`config.mk`:
```
export PLATFORM = sky130hd
export DESIGN_NAME = asr_core
export DESIGN_NICKNAME = d
export VERILOG_FILES = /design/src/logic/asr_pkg.sv /design/src/logic/asr_baud.sv /design/src/logic/asr_core.sv
export VERILOG_INCLUDE_DIRS = /design/src /design/src/logic
export SDC_FILE = /design/constraint.sdc
export NUM_CORES = 1
export LEC_CHECK = 0
export ABC_CLOCK_PERIOD_IN_PS = 20100
export BUFFER_PORTS_ARGS = -buffer_cell sky130_fd_sc_hd__buf_2
export CORE_MARGIN = 2
export CORE_UTILIZATION = 50
export DETAILED_ROUTE_END_ITERATION = 8
export GPL_TIMING_DRIVEN = 0
export PLACE_DENSITY = 0.65
export SYNTH_ARGS = -nofsm -noshare
export SYNTH_HDL_FRONTEND = slang
export SYNTH_SLANG_ARGS = --single-unit
```
`constraint.sdc`:
```
create_clock -name CLK -period 20.1 [get_ports CLK]
set_clock_uncertainty 0.2 [all_clocks]
set_input_delay 4.02 -clock CLK [delete_from_list [all_inputs] [get_ports CLK]]
set_output_delay 4.02 -clock CLK [all_outputs]
set_load 0.1 [all_outputs]
```
`src/logic/asr_defines.svh`:
```
`ifndef ASR_DEFINES_SVH
`define ASR_DEFINES_SVH

// ----------------------------------------
// register byte offsets
// ----------------------------------------
`define ASR_OFS_STATUS 5'h00
`define ASR_OFS_DATA   5'h04
`define ASR_OFS_CTRL1  5'h08
`define ASR_OFS_CTRL2  5'h0c
`define ASR_OFS_BAUD   5'h10
`define ASR_OFS_RXFINE 5'h14
`define ASR_OFS_TXFINE 5'h18

// ----------------------------------------
// field positions
// ----------------------------------------
`define ASR_C1_R8   7
`define ASR_C1_T8   6
`define ASR_C1_M    4
`define ASR_C1_WAKE 3
`define ASR_C2_TIE  7
`define ASR_C2_TCIE 6
`define ASR_C2_RIE  5
`define ASR_C2_IDLE_INT_ENABLE 4
`define ASR_C2_TE   3
`define ASR_C2_RE   2
`define ASR_C2_RWU  1
`define ASR_C2_SBK  0

// ----------------------------------------
// reset values
// ----------------------------------------
`define ASR_STATUS_RST 8'hc0
`define ASR_CTRL_RST   8'h00

// ----------------------------------------
// timing, in oversample ticks (16 per bit); frame lengths in bits
// ----------------------------------------
`define ASR_SMP3    4'h2
`define ASR_SMP5    4'h4
`define ASR_SMP7    4'h6
`define ASR_SMP8    4'h7
`define ASR_SMP10   4'h9
`define ASR_BIT_END 4'hf
`define ASR_IDLE8   8'd159
`define ASR_IDLE9   8'd175
`define ASR_LEN8    4'd10
`define ASR_LEN9    4'd11

`endif

```
`src/logic/asr_pkg.sv`:
```
package asr_pkg;

  typedef enum logic [1:0] {TX_IDLE = 2'b01, TX_SEND = 2'b10} asr_tx_e;
  typedef enum logic [2:0] {RX_HUNT = 3'b001, RX_START = 3'b010, RX_DATA = 3'b100} asr_rx_e;

  typedef struct packed {
    logic        read;
    logic        write;
    logic [4:0]  address;
    logic [31:0] writedata;
  } asr_av_req_s;

  typedef struct packed {
    logic [19:0] cnt;
    logic        tick;
  } asr_baud_s;

  typedef struct packed {
    logic        waitreq;
    logic [31:0] rdata;
    logic        irq;
    logic        txd;
    logic        oe;
    logic [7:0]  ctrl1;
    logic [7:0]  ctrl2;
    logic [7:0]  baud;
    logic [7:0]  rx_fine;
    logic [7:0]  tx_fine;
    logic        tx_empty_flag;
    logic        tc;
    logic        rx_full_flag;
    logic        idle;
    logic        ovr;
    logic        nf;
    logic        fe;
    logic        sr_seen;
    logic [8:0]  tx_buffer;
    logic        tdr_full;
    logic        pend_idle;
    logic        brk_sent;
    logic        te_d;
    logic        re_d;
    asr_tx_e     tx_st;
    logic [10:0] tx_sh;
    logic [3:0]  tx_bits;
    logic [3:0]  tx_sub;
    asr_rx_e     rx_st;
    logic [2:0]  hist;
    logic [3:0]  rx_sub;
    logic [3:0]  rx_bits;
    logic [8:0]  rx_sh;
    logic [2:0]  smp;
    logic        noise;
    logic        pend_nf;
    logic [8:0]  rx_buffer;
    logic [7:0]  idle_cnt;
    logic        idle_arm;
  } asr_core_s;

endpackage

```
`src/logic/asr_baud.sv`:
```
`timescale 1ns/10ps
`include "asr_defines.svh"

// one-cycle tick at 16x the bit rate; the bit timers count 16 of these
module asr_baud #(
  parameter int CW = 20
) (
  input  wire logic       clk,
  input  wire logic       rst_n,
  input  wire logic [1:0] prescale_sel,
  input  wire logic [2:0] rate_sel,
  input  wire logic [7:0] fine,
  output logic            tick
);
  import asr_pkg::*;

  asr_baud_s s;
  asr_baud_s next_s;

  // prescaler 1/3/4/13 times 2**rate, times fine when fine is nonzero
  function automatic logic [CW-1:0] divisor(input logic [1:0] p, input logic [2:0] r,
                                            input logic [7:0] f);
    logic [CW-1:0] d;
    case (p)
      2'h0: d = CW'(1);
      2'h1: d = CW'(3);
      2'h2: d = CW'(4);
      2'h3: d = CW'(13);
      default: d = CW'(1);
    endcase
    d = d << r;
    if (f != 8'h00)
    begin
      d = CW'(d * CW'(f));
    end
    return d;
  endfunction

  always_comb
  begin
    next_s = s;
    next_s.tick = 1'b0;
    if (s.cnt >= divisor(prescale_sel, rate_sel, fine) - CW'(1))
    begin
      next_s.cnt  = '0;
      next_s.tick = 1'b1;
    end
    else
    begin
      next_s.cnt = s.cnt + CW'(1);
    end
  end

  always_ff @(posedge clk or negedge rst_n)
  begin
    if (!rst_n)
    begin
      s <= '0;
    end
    else
    begin
      s <= next_s;
    end
  end

  assign tick = s.tick;

endmodule // asr_baud

```
`src/logic/asr_core.sv`:
```
// The placing of the registers and the Avalon-MM interface to the registers were left to the implementer.
`timescale 1ns/10ps
`include "asr_defines.svh"

// Summary of operation
// - status access then data write clears tx_empty_flag, tc
// - send-break keeps sending zero frames
// - one high bit after last break
// - enabling transmitter sends one idle frame first
// - re-enable mid-frame: idle follows, buffer dropped
// - ninth received bit goes to ctrl1
// - receive enable hunts start, lsb first
// - completed char to buffer, full flag, interrupt
// - status then data read clears full flag
// - idle frame sets flag, idle interrupt
// - full on completion: overrun, keep old data
// - start bit needs samples 8, 9, 10 all low; data bits take their majority
// - noise flag rides with full flag
// - false start discarded, noise held for later
// - missing stop bit sets framing flag
// - nonzero fine prescaler divides further
// - mute blocks receive flags and interrupts
// - idle wake clears mute, no idle flag
// - address mark wake clears mute, sets full
// - line idles high, start low, stop high
// - write when idle goes straight to shifter
module asr_core (
  // clock and reset
  input  wire logic                 CLK,
  input  wire logic                 RST_N,
  // register bus
  input  wire asr_pkg::asr_av_req_s AV_REQ,
  output logic [31:0]               AV_READDATA,
  output logic                      AV_WAITREQUEST,
  // serial line
  input  wire logic                 RX_PIN,
  output logic                      TX_PIN,
  output logic                      TX_OE,
  // cpu side
  input  wire logic                 CPU_INT_MASK,
  output logic                      IRQ
);
  import asr_pkg::*;

  localparam asr_core_s RESET_S = '{waitreq: 1'b1, txd: 1'b1, tx_empty_flag: 1'b1, tc: 1'b1,
                                    tx_st: TX_IDLE, rx_st: RX_HUNT, default: '0};

  asr_core_s s;
  asr_core_s next_s;
  logic      tx_tick;
  logic      rx_tick;

  // ----------------------------------------
  // baud generators
  // ----------------------------------------
  // baud fields are not resynchronised; changing them while enabled glitches timing
  asr_baud #(.CW(20)) u_tx_baud (
    .clk          (CLK),
    .rst_n        (RST_N),
    .prescale_sel (s.baud[7:6]),
    .rate_sel     (s.baud[5:3]),
    .fine         (s.tx_fine),
    .tick         (tx_tick)
  );

  asr_baud #(.CW(20)) u_rx_baud (
    .clk          (CLK),
    .rst_n        (RST_N),
    .prescale_sel (s.baud[7:6]),
    .rate_sel     (s.baud[2:0]),
    .fine         (s.rx_fine),
    .tick         (rx_tick)
  );

  // ----------------------------------------
  // helpers
  // ----------------------------------------
  function automatic logic maj3(input logic [2:0] v);
    return (v[0] & v[1]) | (v[0] & v[2]) | (v[1] & v[2]);
  endfunction

  function automatic logic mixed3(input logic [2:0] v);
    return (v != 3'b000) && (v != 3'b111);
  endfunction

  // ----------------------------------------
  // next state
  // ----------------------------------------
  always_comb
  begin
    logic       req;
    logic       acc;
    logic       word9;
    logic       free;
    logic [3:0] cur;
    logic [2:0] ns;
    logic       bitv;
    logic [8:0] word;
    logic       msb;
    logic       mute;
    logic       take;
    req   = 1'b0;
    acc   = 1'b0;
    word9 = 1'b0;
    free  = 1'b0;
    cur   = 4'h0;
    ns    = 3'b000;
    bitv  = 1'b0;
    word  = 9'h000;
    msb   = 1'b0;
    mute  = 1'b0;
    take  = 1'b0;
    next_s = s;
    word9 = s.ctrl1[`ASR_C1_M];
    mute  = s.ctrl2[`ASR_C2_RWU];

    // bus: request seen with waitrequest high, accepted one cycle later
    req = AV_REQ.read | AV_REQ.write;
    acc = req & ~s.waitreq;
    next_s.waitreq = ~(req & s.waitreq);
    if (AV_REQ.read && s.waitreq)
    begin
      case (AV_REQ.address)
        `ASR_OFS_STATUS: next_s.rdata = {24'h0, s.tx_empty_flag, s.tc, s.rx_full_flag, s.idle,
                                         s.ovr, s.nf, s.fe, 1'b0};
        `ASR_OFS_DATA:   next_s.rdata = {24'h0, s.rx_buffer[7:0]};
        `ASR_OFS_CTRL1:  next_s.rdata = {24'h0, s.rx_buffer[8], s.ctrl1[6:0]};
        `ASR_OFS_CTRL2:  next_s.rdata = {24'h0, s.ctrl2};
        `ASR_OFS_BAUD:   next_s.rdata = {24'h0, s.baud};
        `ASR_OFS_RXFINE: next_s.rdata = {24'h0, s.rx_fine};
        `ASR_OFS_TXFINE: next_s.rdata = {24'h0, s.tx_fine};
        default:         next_s.rdata = 32'h0;
      endcase
    end

    if (acc)
    begin
      case (AV_REQ.address)
        `ASR_OFS_STATUS:
        begin
          next_s.sr_seen = 1'b1;
        end
        `ASR_OFS_DATA:
        begin
          if (AV_REQ.write)
          begin
            next_s.tx_buffer      = {s.ctrl1[`ASR_C1_T8], AV_REQ.writedata[7:0]};
            next_s.tdr_full = 1'b1;
            if (s.sr_seen)
            begin
              next_s.tx_empty_flag = 1'b0;
              next_s.tc   = 1'b0;
            end
          end
          else if (s.sr_seen)
          begin
            next_s.rx_full_flag = 1'b0;
            next_s.idle = 1'b0;
            next_s.ovr  = 1'b0;
            next_s.nf   = 1'b0;
            next_s.fe   = 1'b0;
          end
          next_s.sr_seen = 1'b0;
        end
        default:
        begin
        end
      endcase
      if (AV_REQ.write)
      begin
        case (AV_REQ.address)
          `ASR_OFS_CTRL1:  next_s.ctrl1   = {1'b0, AV_REQ.writedata[6:0]};
          `ASR_OFS_CTRL2:  next_s.ctrl2   = AV_REQ.writedata[7:0];
          `ASR_OFS_BAUD:   next_s.baud    = AV_REQ.writedata[7:0];
          `ASR_OFS_RXFINE: next_s.rx_fine = AV_REQ.writedata[7:0];
          `ASR_OFS_TXFINE: next_s.tx_fine = AV_REQ.writedata[7:0];
          default:         next_s.ctrl2   = next_s.ctrl2;
        endcase
      end
    end

    // ----------------------------------------
    // transmitter
    // ----------------------------------------
    next_s.te_d = s.ctrl2[`ASR_C2_TE];
    if (s.ctrl2[`ASR_C2_TE] && !s.te_d)
    begin
      next_s.pend_idle = 1'b1;
      next_s.tdr_full  = 1'b0;
    end

    case (s.tx_st)
      TX_IDLE:
      begin
        free = 1'b1;
      end
      TX_SEND:
      begin
        if (tx_tick)
        begin
          next_s.tx_sub = s.tx_sub + 4'h1;
          if (s.tx_sub == `ASR_BIT_END)
          begin
            next_s.tx_sh   = {1'b1, s.tx_sh[10:1]};
            next_s.tx_bits = s.tx_bits - 4'h1;
            if (s.tx_bits == 4'h1)
            begin
              next_s.tc = 1'b1;
              free      = 1'b1;
            end
          end
        end
      end
      default:
      begin
        free = 1'b1;
      end
    endcase

    // frame loader; runs in the cycle a frame ends so frames stay back to back
    if (free)
    begin
      next_s.tx_st   = TX_IDLE;
      next_s.tx_sub  = 4'h0;
      next_s.tx_bits = word9 ? `ASR_LEN9 : `ASR_LEN8;
      if (s.ctrl2[`ASR_C2_TE])
      begin
        next_s.tx_st = TX_SEND;
        if (next_s.pend_idle)
        begin
          next_s.tx_sh     = 11'h7ff;
          next_s.pend_idle = 1'b0;
        end
        else if (s.ctrl2[`ASR_C2_SBK])
        begin
          next_s.tx_sh    = 11'h000;
          next_s.brk_sent = 1'b1;
        end
        else if (s.brk_sent)
        begin
          next_s.tx_sh    = 11'h7ff;
          next_s.tx_bits  = 4'h1;
          next_s.brk_sent = 1'b0;
        end
        else if (next_s.tdr_full)
        begin
          // start low, data lsb first, stop high
          next_s.tx_sh = word9 ? {1'b1, next_s.tx_buffer, 1'b0}
                               : {2'b11, next_s.tx_buffer[7:0], 1'b0};
          next_s.tdr_full = 1'b0;
          next_s.tx_empty_flag     = 1'b1;
        end
        else
        begin
          next_s.tx_st = TX_IDLE;
        end
      end
    end

    // ----------------------------------------
    // receiver
    // ----------------------------------------
    next_s.re_d = s.ctrl2[`ASR_C2_RE];
    if (!s.ctrl2[`ASR_C2_RE])
    begin
      next_s.rx_st    = RX_HUNT;
      next_s.hist     = 3'b000;
      next_s.idle_cnt = 8'h00;
    end
    else
    begin
      if (!s.re_d)
      begin
        next_s.idle_arm = 1'b1;
      end
      if (rx_tick)
      begin
        cur = s.rx_sub + 4'h1;
        ns  = {s.smp[1:0], RX_PIN};
        case (s.rx_st)
          RX_HUNT:
          begin
            next_s.hist     = {s.hist[1:0], RX_PIN};
            next_s.idle_cnt = RX_PIN ? s.idle_cnt + {7'h0, s.idle_cnt != 8'hff} : 8'h00;
            if (s.idle_arm && RX_PIN &&
                (s.idle_cnt == (word9 ? `ASR_IDLE9 : `ASR_IDLE8)))
            begin
              next_s.idle_arm = 1'b0;
              if (mute && !s.ctrl1[`ASR_C1_WAKE])
              begin
                next_s.ctrl2[`ASR_C2_RWU] = 1'b0;
              end
              else if (!mute)
              begin
                next_s.idle = 1'b1;
              end
            end
            if (s.hist == 3'b111 && !RX_PIN)
            begin
              next_s.rx_st  = RX_START;
              next_s.rx_sub = 4'h0;
              next_s.noise  = 1'b0;
              next_s.smp    = 3'b000;
            end
          end
          RX_START:
          begin
            next_s.rx_sub = cur;
            if ((cur == `ASR_SMP3 || cur == `ASR_SMP5 || cur == `ASR_SMP7) && RX_PIN)
            begin
              next_s.noise = 1'b1;
            end
            if (cur >= `ASR_SMP8 && cur <= `ASR_SMP10)
            begin
              next_s.smp = ns;
            end
            if (cur == `ASR_SMP10 && ns != 3'b000)
            begin
              // glitch, not a start bit: drop it, keep the noise for later
              next_s.pend_nf = 1'b1;
              next_s.rx_st   = RX_HUNT;
              next_s.hist    = 3'b000;
            end
            if (cur == `ASR_BIT_END)
            begin
              next_s.rx_st   = RX_DATA;
              next_s.rx_sub  = 4'hf; // next tick is sample one of data bit 0, as in the start bit
              next_s.rx_bits = 4'h0;
            end
          end
          RX_DATA:
          begin
            next_s.rx_sub = cur;
            if (cur >= `ASR_SMP8 && cur <= `ASR_SMP10)
            begin
              next_s.smp = ns;
            end
            if (cur == `ASR_SMP10)
            begin
              bitv = maj3(ns);
              if (mixed3(ns))
              begin
                next_s.noise = 1'b1;
              end
              if (s.rx_bits != (word9 ? 4'd9 : 4'd8))
              begin
                next_s.rx_sh   = {bitv, s.rx_sh[8:1]};
                next_s.rx_bits = s.rx_bits + 4'h1;
              end
              else
              begin
                // stop bit judged at its middle; rest of it is hunt time
                word = word9 ? s.rx_sh : {1'b0, s.rx_sh[8:1]};
                msb  = word9 ? word[8] : word[7];
                take = !mute;
                if (mute && s.ctrl1[`ASR_C1_WAKE] && msb)
                begin
                  next_s.ctrl2[`ASR_C2_RWU] = 1'b0;
                  take = 1'b1;
                end
                if (take)
                begin
                  if (next_s.rx_full_flag)
                  begin
                    next_s.ovr = 1'b1;
                  end
                  else
                  begin
                    next_s.rx_buffer     = word;
                    next_s.rx_full_flag    = 1'b1;
                    next_s.nf      = next_s.noise | s.pend_nf;
                    next_s.fe      = ~bitv;
                    next_s.pend_nf = 1'b0;
                  end
                end
                next_s.rx_st    = RX_HUNT;
                next_s.hist     = {3{bitv}}; // a low stop is no high history for the next edge
                next_s.idle_cnt = 8'h00;
                next_s.idle_arm = 1'b1;
              end
            end
          end
          default:
          begin
            next_s.rx_st = RX_HUNT;
          end
        endcase
      end
    end

    // ----------------------------------------
    // pins and interrupt request
    // ----------------------------------------
    next_s.txd = (next_s.tx_st == TX_SEND) ? next_s.tx_sh[0] : 1'b1;
    next_s.oe  = next_s.ctrl2[`ASR_C2_TE] | next_s.ctrl2[`ASR_C2_RE];
    next_s.irq = ~CPU_INT_MASK &
                 ((next_s.tx_empty_flag & next_s.ctrl2[`ASR_C2_TIE]) |
                  (next_s.tc & next_s.ctrl2[`ASR_C2_TCIE]) |
                  (~next_s.ctrl2[`ASR_C2_RWU] &
                   (((next_s.rx_full_flag | next_s.ovr) & next_s.ctrl2[`ASR_C2_RIE]) |
                    (next_s.idle & next_s.ctrl2[`ASR_C2_IDLE_INT_ENABLE]))));
  end

  // ----------------------------------------
  // state register
  // ----------------------------------------
  always_ff @(posedge CLK or negedge RST_N)
  begin
    if (!RST_N)
    begin
      s <= RESET_S;
    end
    else
    begin
      s <= next_s;
    end
  end

  assign AV_READDATA    = s.rdata;
  assign AV_WAITREQUEST = s.waitreq;
  assign TX_PIN         = s.txd;
  assign TX_OE          = s.oe;
  assign IRQ            = s.irq;

endmodule // asr_core

```
# Word-level counts from Yosys, hierarchy flattened

Index checks and enable logic that the tools add are counted.

RAM bits: 0
Word-level logic and storage cells: 311
Register bits: 206
Bits of input ports: 43
Latch bits: 0
Memories kept: 0
ROM bits: 0
Output and inout bits: 36

Divide/modulo/power cells: 0
Bitwise operators: 28
Multiplexer cells: 132
Order comparisons: 4
$add $sub $neg: 9
Reduce and logical (&&, ||, !) cells: 47
Shifts and indexed selects: 2
$mul: 2
Eq/ne operators: 43

Operators with widths:

| cell                                               | number |
|---|---|
| 2-to-1 mux 20 bit                                  | 5 |
| one-hot mux 20 bit (4 select lines)                | 1 |
| 2-to-1 mux 19 bit                                  | 3 |
| 2-to-1 mux 1 bit                                   | 56 |
| 2-to-1 mux 8 bit                                   | 7 |
| one-hot mux 8 bit (7 select lines)                 | 1 |
| 2-to-1 mux 10 bit                                  | 5 |
| 2-to-1 mux 50 bit                                  | 1 |
| 2-to-1 mux 46 bit                                  | 1 |
| 2-to-1 mux 11 bit                                  | 4 |
| adder 20 x 1 -> 20 bit, second input constant      | 2 |
| >= comparator 20 bit                               | 2 |
| multiplier 20 x 8 -> 20 bit                        | 2 |
| left shift 20 x 3 -> 20 bit                        | 2 |
| subtractor 20 x 1 -> 20 bit, second input constant | 2 |
| 2-to-1 mux 32 bit                                  | 1 |
| 2-to-1 mux 6 bit                                   | 5 |
| 2-to-1 mux 3 bit                                   | 9 |
| 2-to-1 mux 9 bit                                   | 3 |
| 2-to-1 mux 13 bit                                  | 2 |
| 2-to-1 mux 21 bit                                  | 1 |
| one-hot mux 7 bit (3 select lines)                 | 1 |
| AND reduction 3 bit                                | 7 |
| 2-to-1 mux 5 bit                                   | 4 |
| other kinds (53)                                   | 140 |

# Logic depth before layout (Yosys ltp)

Gate-level depths: netlist (run 1).

Depth after elaboration: 21
Gate-level depth with buffers: 33
Gate-level depth less buffers: 29

# Hierarchy

Synthesis (run 1) repeated with hierarchy kept, for this count alone.

Cells, all modules: 1898
Area, all modules: 17553.1 µm²

By module, submodules not included:

| module               | area each (µm²) | times used | cells each |
|---|---|---|---|
| asr_core             | 7134.3          | 1          | 643 |
| asr_baud (u_tx_baud) | 5276.3          | 1          | 633 |
| asr_baud (u_rx_baud) | 5142.4          | 1          | 622 |

# Worst setup path before layout (run 1)

Ideal clock, no wire load.

Kind: flip-flop to flip-flop
From: register s[112] in the netlist's numbering
To: register u_tx_baud.s[2] in the netlist's numbering
Slack: 12.501 ns
Period minus slack after synthesis: 7.599 ns
Arrival time: 7.315 ns
Cell stages (with the launch flop): 29
Library setup time: 0.084 ns
Cell sequence: dfrtp_1 buf_6 buf_6 and2_1 a2111oi_0 clkbuf_1 and2_1 fa_1 fa_1 fa_1 inv_1 fa_1 inv_1 ha_1 a2111oi_0 o21ai_1 a41oi_1 mux2i_1 nand3_1 nor4_4 o21ai_1 o21ai_1 o211ai_1 ha_1 or4_1 o2111ai_1 nand2_1 clkbuf_1 a21boi_0

RTL lines:

| element                | line            | text |
|---|---|---|
| start, declared        | asr_core.sv:48  | `asr_core_s s;` |
| start signal, assigned | asr_core.sv:415 | `s <= next_s;` |
| end signal, assigned   | asr_baud.sv:62  | `s <= next_s;` |
| end, declared          | asr_baud.sv:17  | `asr_baud_s s;` |

==> results of run 1 <==
==> state kept, by name, indices dropped and copies added (netlist names) <==
name            cells
AV_WAITREQUEST      1
IRQ                 1
s                 125
u_rx_baud.s        20
AV_READDATA         8
TX_PIN              1
TX_OE               1
u_tx_baud.tick      1
u_rx_baud.tick      1
next_s              2
u_tx_baud.s        20
==> worst max-delay path, delay by kind of cell (launching register included) <==
kind	cells	cell delay, ns
buf+inv	6	1.07
flops	1	0.38
fa+ha+maj	6	2.59
compound gates	9	2.45
simple gates	6	1.55
mux	1	0.24
==> layer usage <==
metal,wire length [µm],part of all wire [%]
met5,0,0
met4,465,1.2
met3,1730,4.4
met2,18500,47
met1,19000,48
==> final cells by class <==
class	instances	area share [%]
Timing Repair Buffer	31	0.994
Clock buffer	19	2.40
Tap cell	455	3.01
Sequential cell	181	24.0
Clock inverter	12	0.722
Buffer	99	2.91
Multi-Input combinational cell	1469	62.5
Inverter	175	3.48
==> report_power, final <==
group | leakage (nW) | switching (mW) | internal (mW)
Combinational | 6.59 | 0.386 | 0.267
Clock | 0.295 | 0.166 | 0.182
Sequential | 2.30 | 0.0449 | 0.401
Total | 9.19 | 0.597 | 0.850
==> worst max-delay path by stage <==
stage	to	slack, ns	depth (start not counted)
5_1_grt	u_tx_baud.s[2]$_DFF_PN0_	10.86	28
2_1_floorplan	u_tx_baud.s[2]$_DFF_PN0_	12.50	28
3_3_place_gp	u_tx_baud.s[2]$_DFF_PN0_	11.63	28
4_1_cts	u_tx_baud.s[2]$_DFF_PN0_	11.55	28
6_report	u_tx_baud.s[2]$_DFF_PN0_	11.50	28
3_5_place_dp	u_tx_baud.s[2]$_DFF_PN0_	11.55	28
==> cell families after synthesis <==
| logic type | share of synthesized area, % |
|---|---|
| fa+ha+maj | 22.6 |
| compound gates | 13.1 |
| flops | 26.0 |
| mux | 6.13 |
| other cells | 0.0215 |
| simple gates | 20.5 |
| buf+inv | 6.91 |
| xor+xnor | 4.77 |
==> cell usage in the layout (no fill, tap or decap), drive strengths merged, types with 6 or more instances in the layout <==
cell    count
nand2b     26
o21a       15
or3        11
nand2     130
a31oi      12
nand3b     11
a21oi      92
and2      161
a222oi      7
nand3      56
dfrtp     175
o211ai     11
a22o       12
fa        108
a311oi      7
xor2       45
or2        10
inv       183
a21o       26
o21bai      7
nand4      20
mux2       59
dfstp       6
a211oi     19
nor2b      11
buf        76
clkbuf     73
nor3       24
conb       24
o21ai      66
mux2i      40
nor3b       7
nor4       19
ha        141
nor2      135
xnor2      50
a22oi      19
and3       23
==> Yosys cell counts (8+ instances only) <==
cell type	instances	area, µm²
xnor2_1	50	438
nor4_1	16	100
nand2_1	130	488
or3_1	11	68.8
nor2_1	135	507
or2_2	8	50.1
a22oi_1	19	143
nor2b_1	10	62.6
nand4_1	19	119
nor3_1	23	115
mux2i_1	39	390
fa_1	108	2160
clkbuf_1	53	199
a211oi_1	17	128
and3_1	23	144
a21oi_1	91	455
o21ai_0	59	295
and2_1	159	995
mux2_2	59	664
inv_1	175	657
xor2_1	45	394
nand3_1	56	280
o21a_1	15	113
o211ai_1	11	82.6
nand2b_1	26	163
a22o_1	12	105
a31oi_1	12	75.1
a21o_1	26	195
buf_4	34	255
nand3b_1	10	75.1
dfrtp_1	175	4380
ha_1	141	1760
==> per-stage QoR <==
stage                     instances  hold slack, ns  setup slack (ns)
after CTS                      2440           0.232             11.55
after floorplan                1924           0.166             12.50
after detailed placement       2409           0.223             11.55
after global placement         2408           0.216             11.63
final                          2441           0.228             11.50
after global routing           2441           0.242             10.86
==> impl_metrics.ini, run 1 <==
[synth]
postSynthCellCount = 1901
ys_types = 101
ys_seq_area_share_pct = 26.0
syn_area_um2 = 17400
ys_seq_elements = 181
synthArstFlopShare_pct = 100
synth_flop_cell = dfrtp_1
yosys_warnings = 0
synth_edf_count = 0
syn_avg_cell_area_um2 = 9.18

[place]
numPortBuffers = 29
placed_area_um2 = 18300
gp_congestion = 0.850
dp_hpwl_um = 30600

[sta]
min_period_ns = 8.60
rsz0062_at_grt = false
relSlewSlack_pct = 16.9
fmaxAchievable_ghz = 0.116
worst_pin_slew_ns = 1.24
setup_violations = 0
finalHoldViolCount = 0
tns_ns = 0
fin_crit_sh_pct = 42.8
slew_viol_final = 0

[detailed_routing]
dr.pass1.iters = 7
viasPerCell = 5.53
drc = 0
first_iter_violations = 752
route.detailed.wl_per_inst_um = 16.3
num_vias = 13500
postRouteAntennaNets = 0
drt_wl_total_um = 39700

[global_route]
grt_use_met3_pct = 3.18
grt_pass1_vias = 13300
grt_max_degree = 102
grtUsageTotal_pct = 22.5
grtUsageMet2_pct = 36.8
use_met1_pct = 31.7
grt_overflow_total = 0
grt_pass1_wl_um = 66500
grt_busiest_layer = met2
antenna_found_initial = 0

[floorplanning]
core_um2 = 34500
start_util_pct = 50.6
dieArea_um2 = 36400
die-width_um = 191
die_h_um = 191
core.rowCount = 68
pin_count = 79

[cts]
clk_latency_ns = 0.46
htreeDepth = 4
cts-root-buf = clkbuf_16
ctsResizeCount = 0
cts_sinks = 181
ctsHoldBuffers = 0
cts_setup_buffers = 0
cts_tree = yes
numCtsBuffers = 17
cts_buffer_depth = 2
path_clk_slew_ns = 0.08

[critical_path]
crit_fanout = 10
slowest_delay_ns = 0.83
r2r-end = u_tx_baud.s[2]$_DFF_PN0_
crit_path_end_kind = register
startpoint_type = register
required_ns = 20.27
timing.rr.start = s[112]$_DFFE_PN0P_
cp_slowest_cell = a2111oi_0
crit_type = reg2reg
r2r_cells = 28
reg2reg_setup_slack_ns = 11.50
crit_start = s[112]$_DFFE_PN0P_
critPathArrivalTime_ns = 8.78
cp_common_cell = fa_1

[run_status]
outcome = completed

[final_layout]
nets = 2266
stdcell_area_um2 = 18900
syn2layout_area_growth_pct = 8.28
multiInputGateArea_um2 = 11800
seqCellArea_um2 = 4540
drive_above_1_share_pct = 10.9
antennaDiodeCount = 0
fillers = 3155
post-route-util_pct = 54.8

[min_path]
hold_class = reg2reg
hold_depth = 0
hold_end = s[67]$_DFF_PN0_
worstHoldStart = next_s[67]$_DFF_PN0_

[flow_run]
drv_cap = 0

[power]
power.leakage_nw = 9.19
p_per_area_nw_per_um2 = 76.6
power.total_mw = 1.45
vdd_drop_max_mv = 0.0665
Note: power is estimated with default switching activity, not from simulation.
==> inputs of run 2 (changes only) <==
- ABC_CLOCK_PERIOD_IN_PS: 20100 -> 7200
- PLACE_DENSITY: 0.65 -> 0.68
- clock period: 20.1 -> 7.2 ns (I/O delays scaled with it)
==> run 2 against run 1 <==
  * The flow now finishes with violations (negative setup slack)
  * Fmax grew 15%
  * Design area grew 9.9%
  * First-iteration DRC count grew 49%
  * Die area is the same
  * Non-clock buffer count grew 93
  * Wire length grew 12%
  * Worst setup slack lost 12 ns
  * Hold slack lost 0.026 ns
  * Largest power group unchanged
==> impl_metrics.ini, run 2 (synthesis gave the netlist of run 1 again) <==
[global_route]
grtUsageTotal_pct = 24.5
grt_overflow_total = 0
antenna_found_initial = 0
grt_max_degree = 109
grt_pass1_wl_um = 72000
grt_pass1_vias = 14500

[place]
dp_hpwl_um = 30200
placed_area_um2 = 18300
gp_congestion = 0.858
numPortBuffers = 29

[sta]
hold_slack_ns = 0.202
relSlewSlack_pct = 33.4
tns_ns = -5.43
min_period_ns = 7.45
fin_crit_sh_pct = 103
worst_pin_slew_ns = 0.991
rsz0062_at_grt = true
fmaxAchievable_ghz = 0.134
finalHoldViolCount = 0
slew_viol_final = 0
fin_ws_ns = -0.250
setup_violations = 42

[cts]
clk_latency_ns = 0.46
htreeDepth = 4
numCtsBuffers = 17
cts_sinks = 181
ctsHoldBuffers = 0
cts_tree = yes
cts_buffer_depth = 2
cts-root-buf = clkbuf_16
path_clk_slew_ns = 0.08

[power]
p_per_area_nw_per_um2 = 224
p_int_mw = 2.74
vdd_drop_max_mv = 0.202
power.leakage_nw = 9.82
p_seq_share_pct = 26.9
p_comb_share_pct = 51.2
swShare_pct = 41.0
clock_power_share_pct = 21.9
p_sw_mw = 1.91
power.total_mw = 4.65

[final_layout]
nets = 2359
mostFrequentLayoutCell = dfrtp_1
layout_common_cells = 171 x dfrtp_1, 169 x inv_1, 154 x and2_1
stdcell_area_um2 = 20800
largest_register = s
drive_above_1_share_pct = 21.7
top_regs = s (125), u_rx_baud.s (20), u_tx_baud.s (20)
antennaDiodeCount = 0
post-route-util_pct = 60.3
largest_register_ffs = 125
syn2layout_area_growth_pct = 19.0

[critical_path]
critPathArrivalTime_ns = 7.65
crit_path_end_kind = register
r2r-end = u_rx_baud.s[16]$_DFF_PN0_
reg2reg_setup_slack_ns = -0.25
timing.rr.start = s[106]$_DFFE_PN0P_
slowest_delay_ns = 0.57
r2r_cells = 29
cp_common_cell = fa_1
required_ns = 7.40
cp_slowest_cell = fa_1
startpoint_type = register
crit_type = reg2reg
crit_fanout = 10

[floorplanning]
core_um2 = 34500
die_h_um = 191
pin_count = 79
dieArea_um2 = 36400
start_util_pct = 50.6
core.rowCount = 68
die-width_um = 191

[min_path]
hold_class = reg2reg
hold_end = s[67]$_DFF_PN0_
worstHoldStart = next_s[67]$_DFF_PN0_
hold_depth = 0

[detailed_routing]
postRouteAntennaNets = 0
first_iter_violations = 1121
route.detailed.wl_per_inst_um = 17.5
drt_wl_total_um = 44500
drc = 0
dr.pass1.iters = 5
num_vias = 14400
viasPerCell = 5.69

[run_status]
outcome = finished, violations left
violations = negative setup slack

[flow_run]
drv_cap = 0
## run 2: changes by cell type in the layout (fill, tap and decap cells not counted), sizes merged
cell,previous run,this run
bufinv,1,3
buf,76,173
clkinv,3,4
inv,183,180
clkbuf,73,69
clkinvlp,0,1
## run 2: repair_timing
item / in CTS / in global routing
buffers inserted: 68 / 20
pin swaps: 56 / 68
resized for setup: 148 / 107
cloned: 6 / 0
endpoints found under the hold margin: 0 / 0
endpoints found under the setup margin: 42 / 42
## run 2: power groups by stage
stage	clock network (mW)	logic (mW)	registers [mW]
after floorplan	0	1.43	1.24
after global routing	1.07	2.62	1.26
after CTS	1.03	2.18	1.24
after detailed placement	0	1.83	1.26
after global placement	0	1.77	1.26
final	1.02	2.38	1.25
## run 2: worst max path at each step
stage / startpoint / to / cells past startpoint
global placement: s[108]$_DFFE_PN0P_ / u_tx_baud.s[2]$_DFF_PN0_ / 26
global route: s[106]$_DFFE_PN0P_ / u_rx_baud.s[16]$_DFF_PN0_ / 29
finish: s[106]$_DFFE_PN0P_ / u_rx_baud.s[16]$_DFF_PN0_ / 29
CTS: s[112]$_DFFE_PN0P_ / u_rx_baud.s[16]$_DFF_PN0_ / 29
floorplan: s[112]$_DFFE_PN0P_ / u_tx_baud.s[2]$_DFF_PN0_ / 28
detailed placement: s[108]$_DFFE_PN0P_ / u_tx_baud.s[2]$_DFF_PN0_ / 26
## run 2: per-layer routing
layer | share of wire, % | wire length (µm) | GRT usage [%] | vias up
met2 | 48 | 21300 | 40.5 | 468
met3 | 5.8 | 2580 | 4.38 | 102
li1 | - | - | - | 6793
met5 | 0 | 0 | 0 | -
met1 | 44 | 19400 | 32.6 | 7050
met4 | 2.8 | 1240 | 8.05 | 0
## run 2: cell type report
type                    instances  area (µm²)
plain buffers                  99         691
clock buffers                  19         443
clock inverters                13         188
fillers                      2821       13700
inverters                     175         657
multi-input cells            1469       12700
flip-flops and latches        181        4540
well taps                     455         569
repair buffers                124         955
## run 2: critical path, delay by kind of cell, from the launching register on
kind | cells | cell delay [ns]
AOI/OAI and AO/OA | 10 | 2.01
xor gates and xnor gates | 1 | 0.14
adders and majority gates | 6 | 2.59
buffers and inverters | 5 | 0.48
DFF | 1 | 0.46
muxes | 1 | 0.29
and+or+nand+nor | 6 | 1.23
## run 2: stage by stage
step	std cells	setup WS, ns
floorplan	1924	-0.00324
global placement	2408	-1.09
detailed placement	2409	-1.29
CTS	2515	-0.0316
global route	2535	-0.522
finish	2535	-0.250
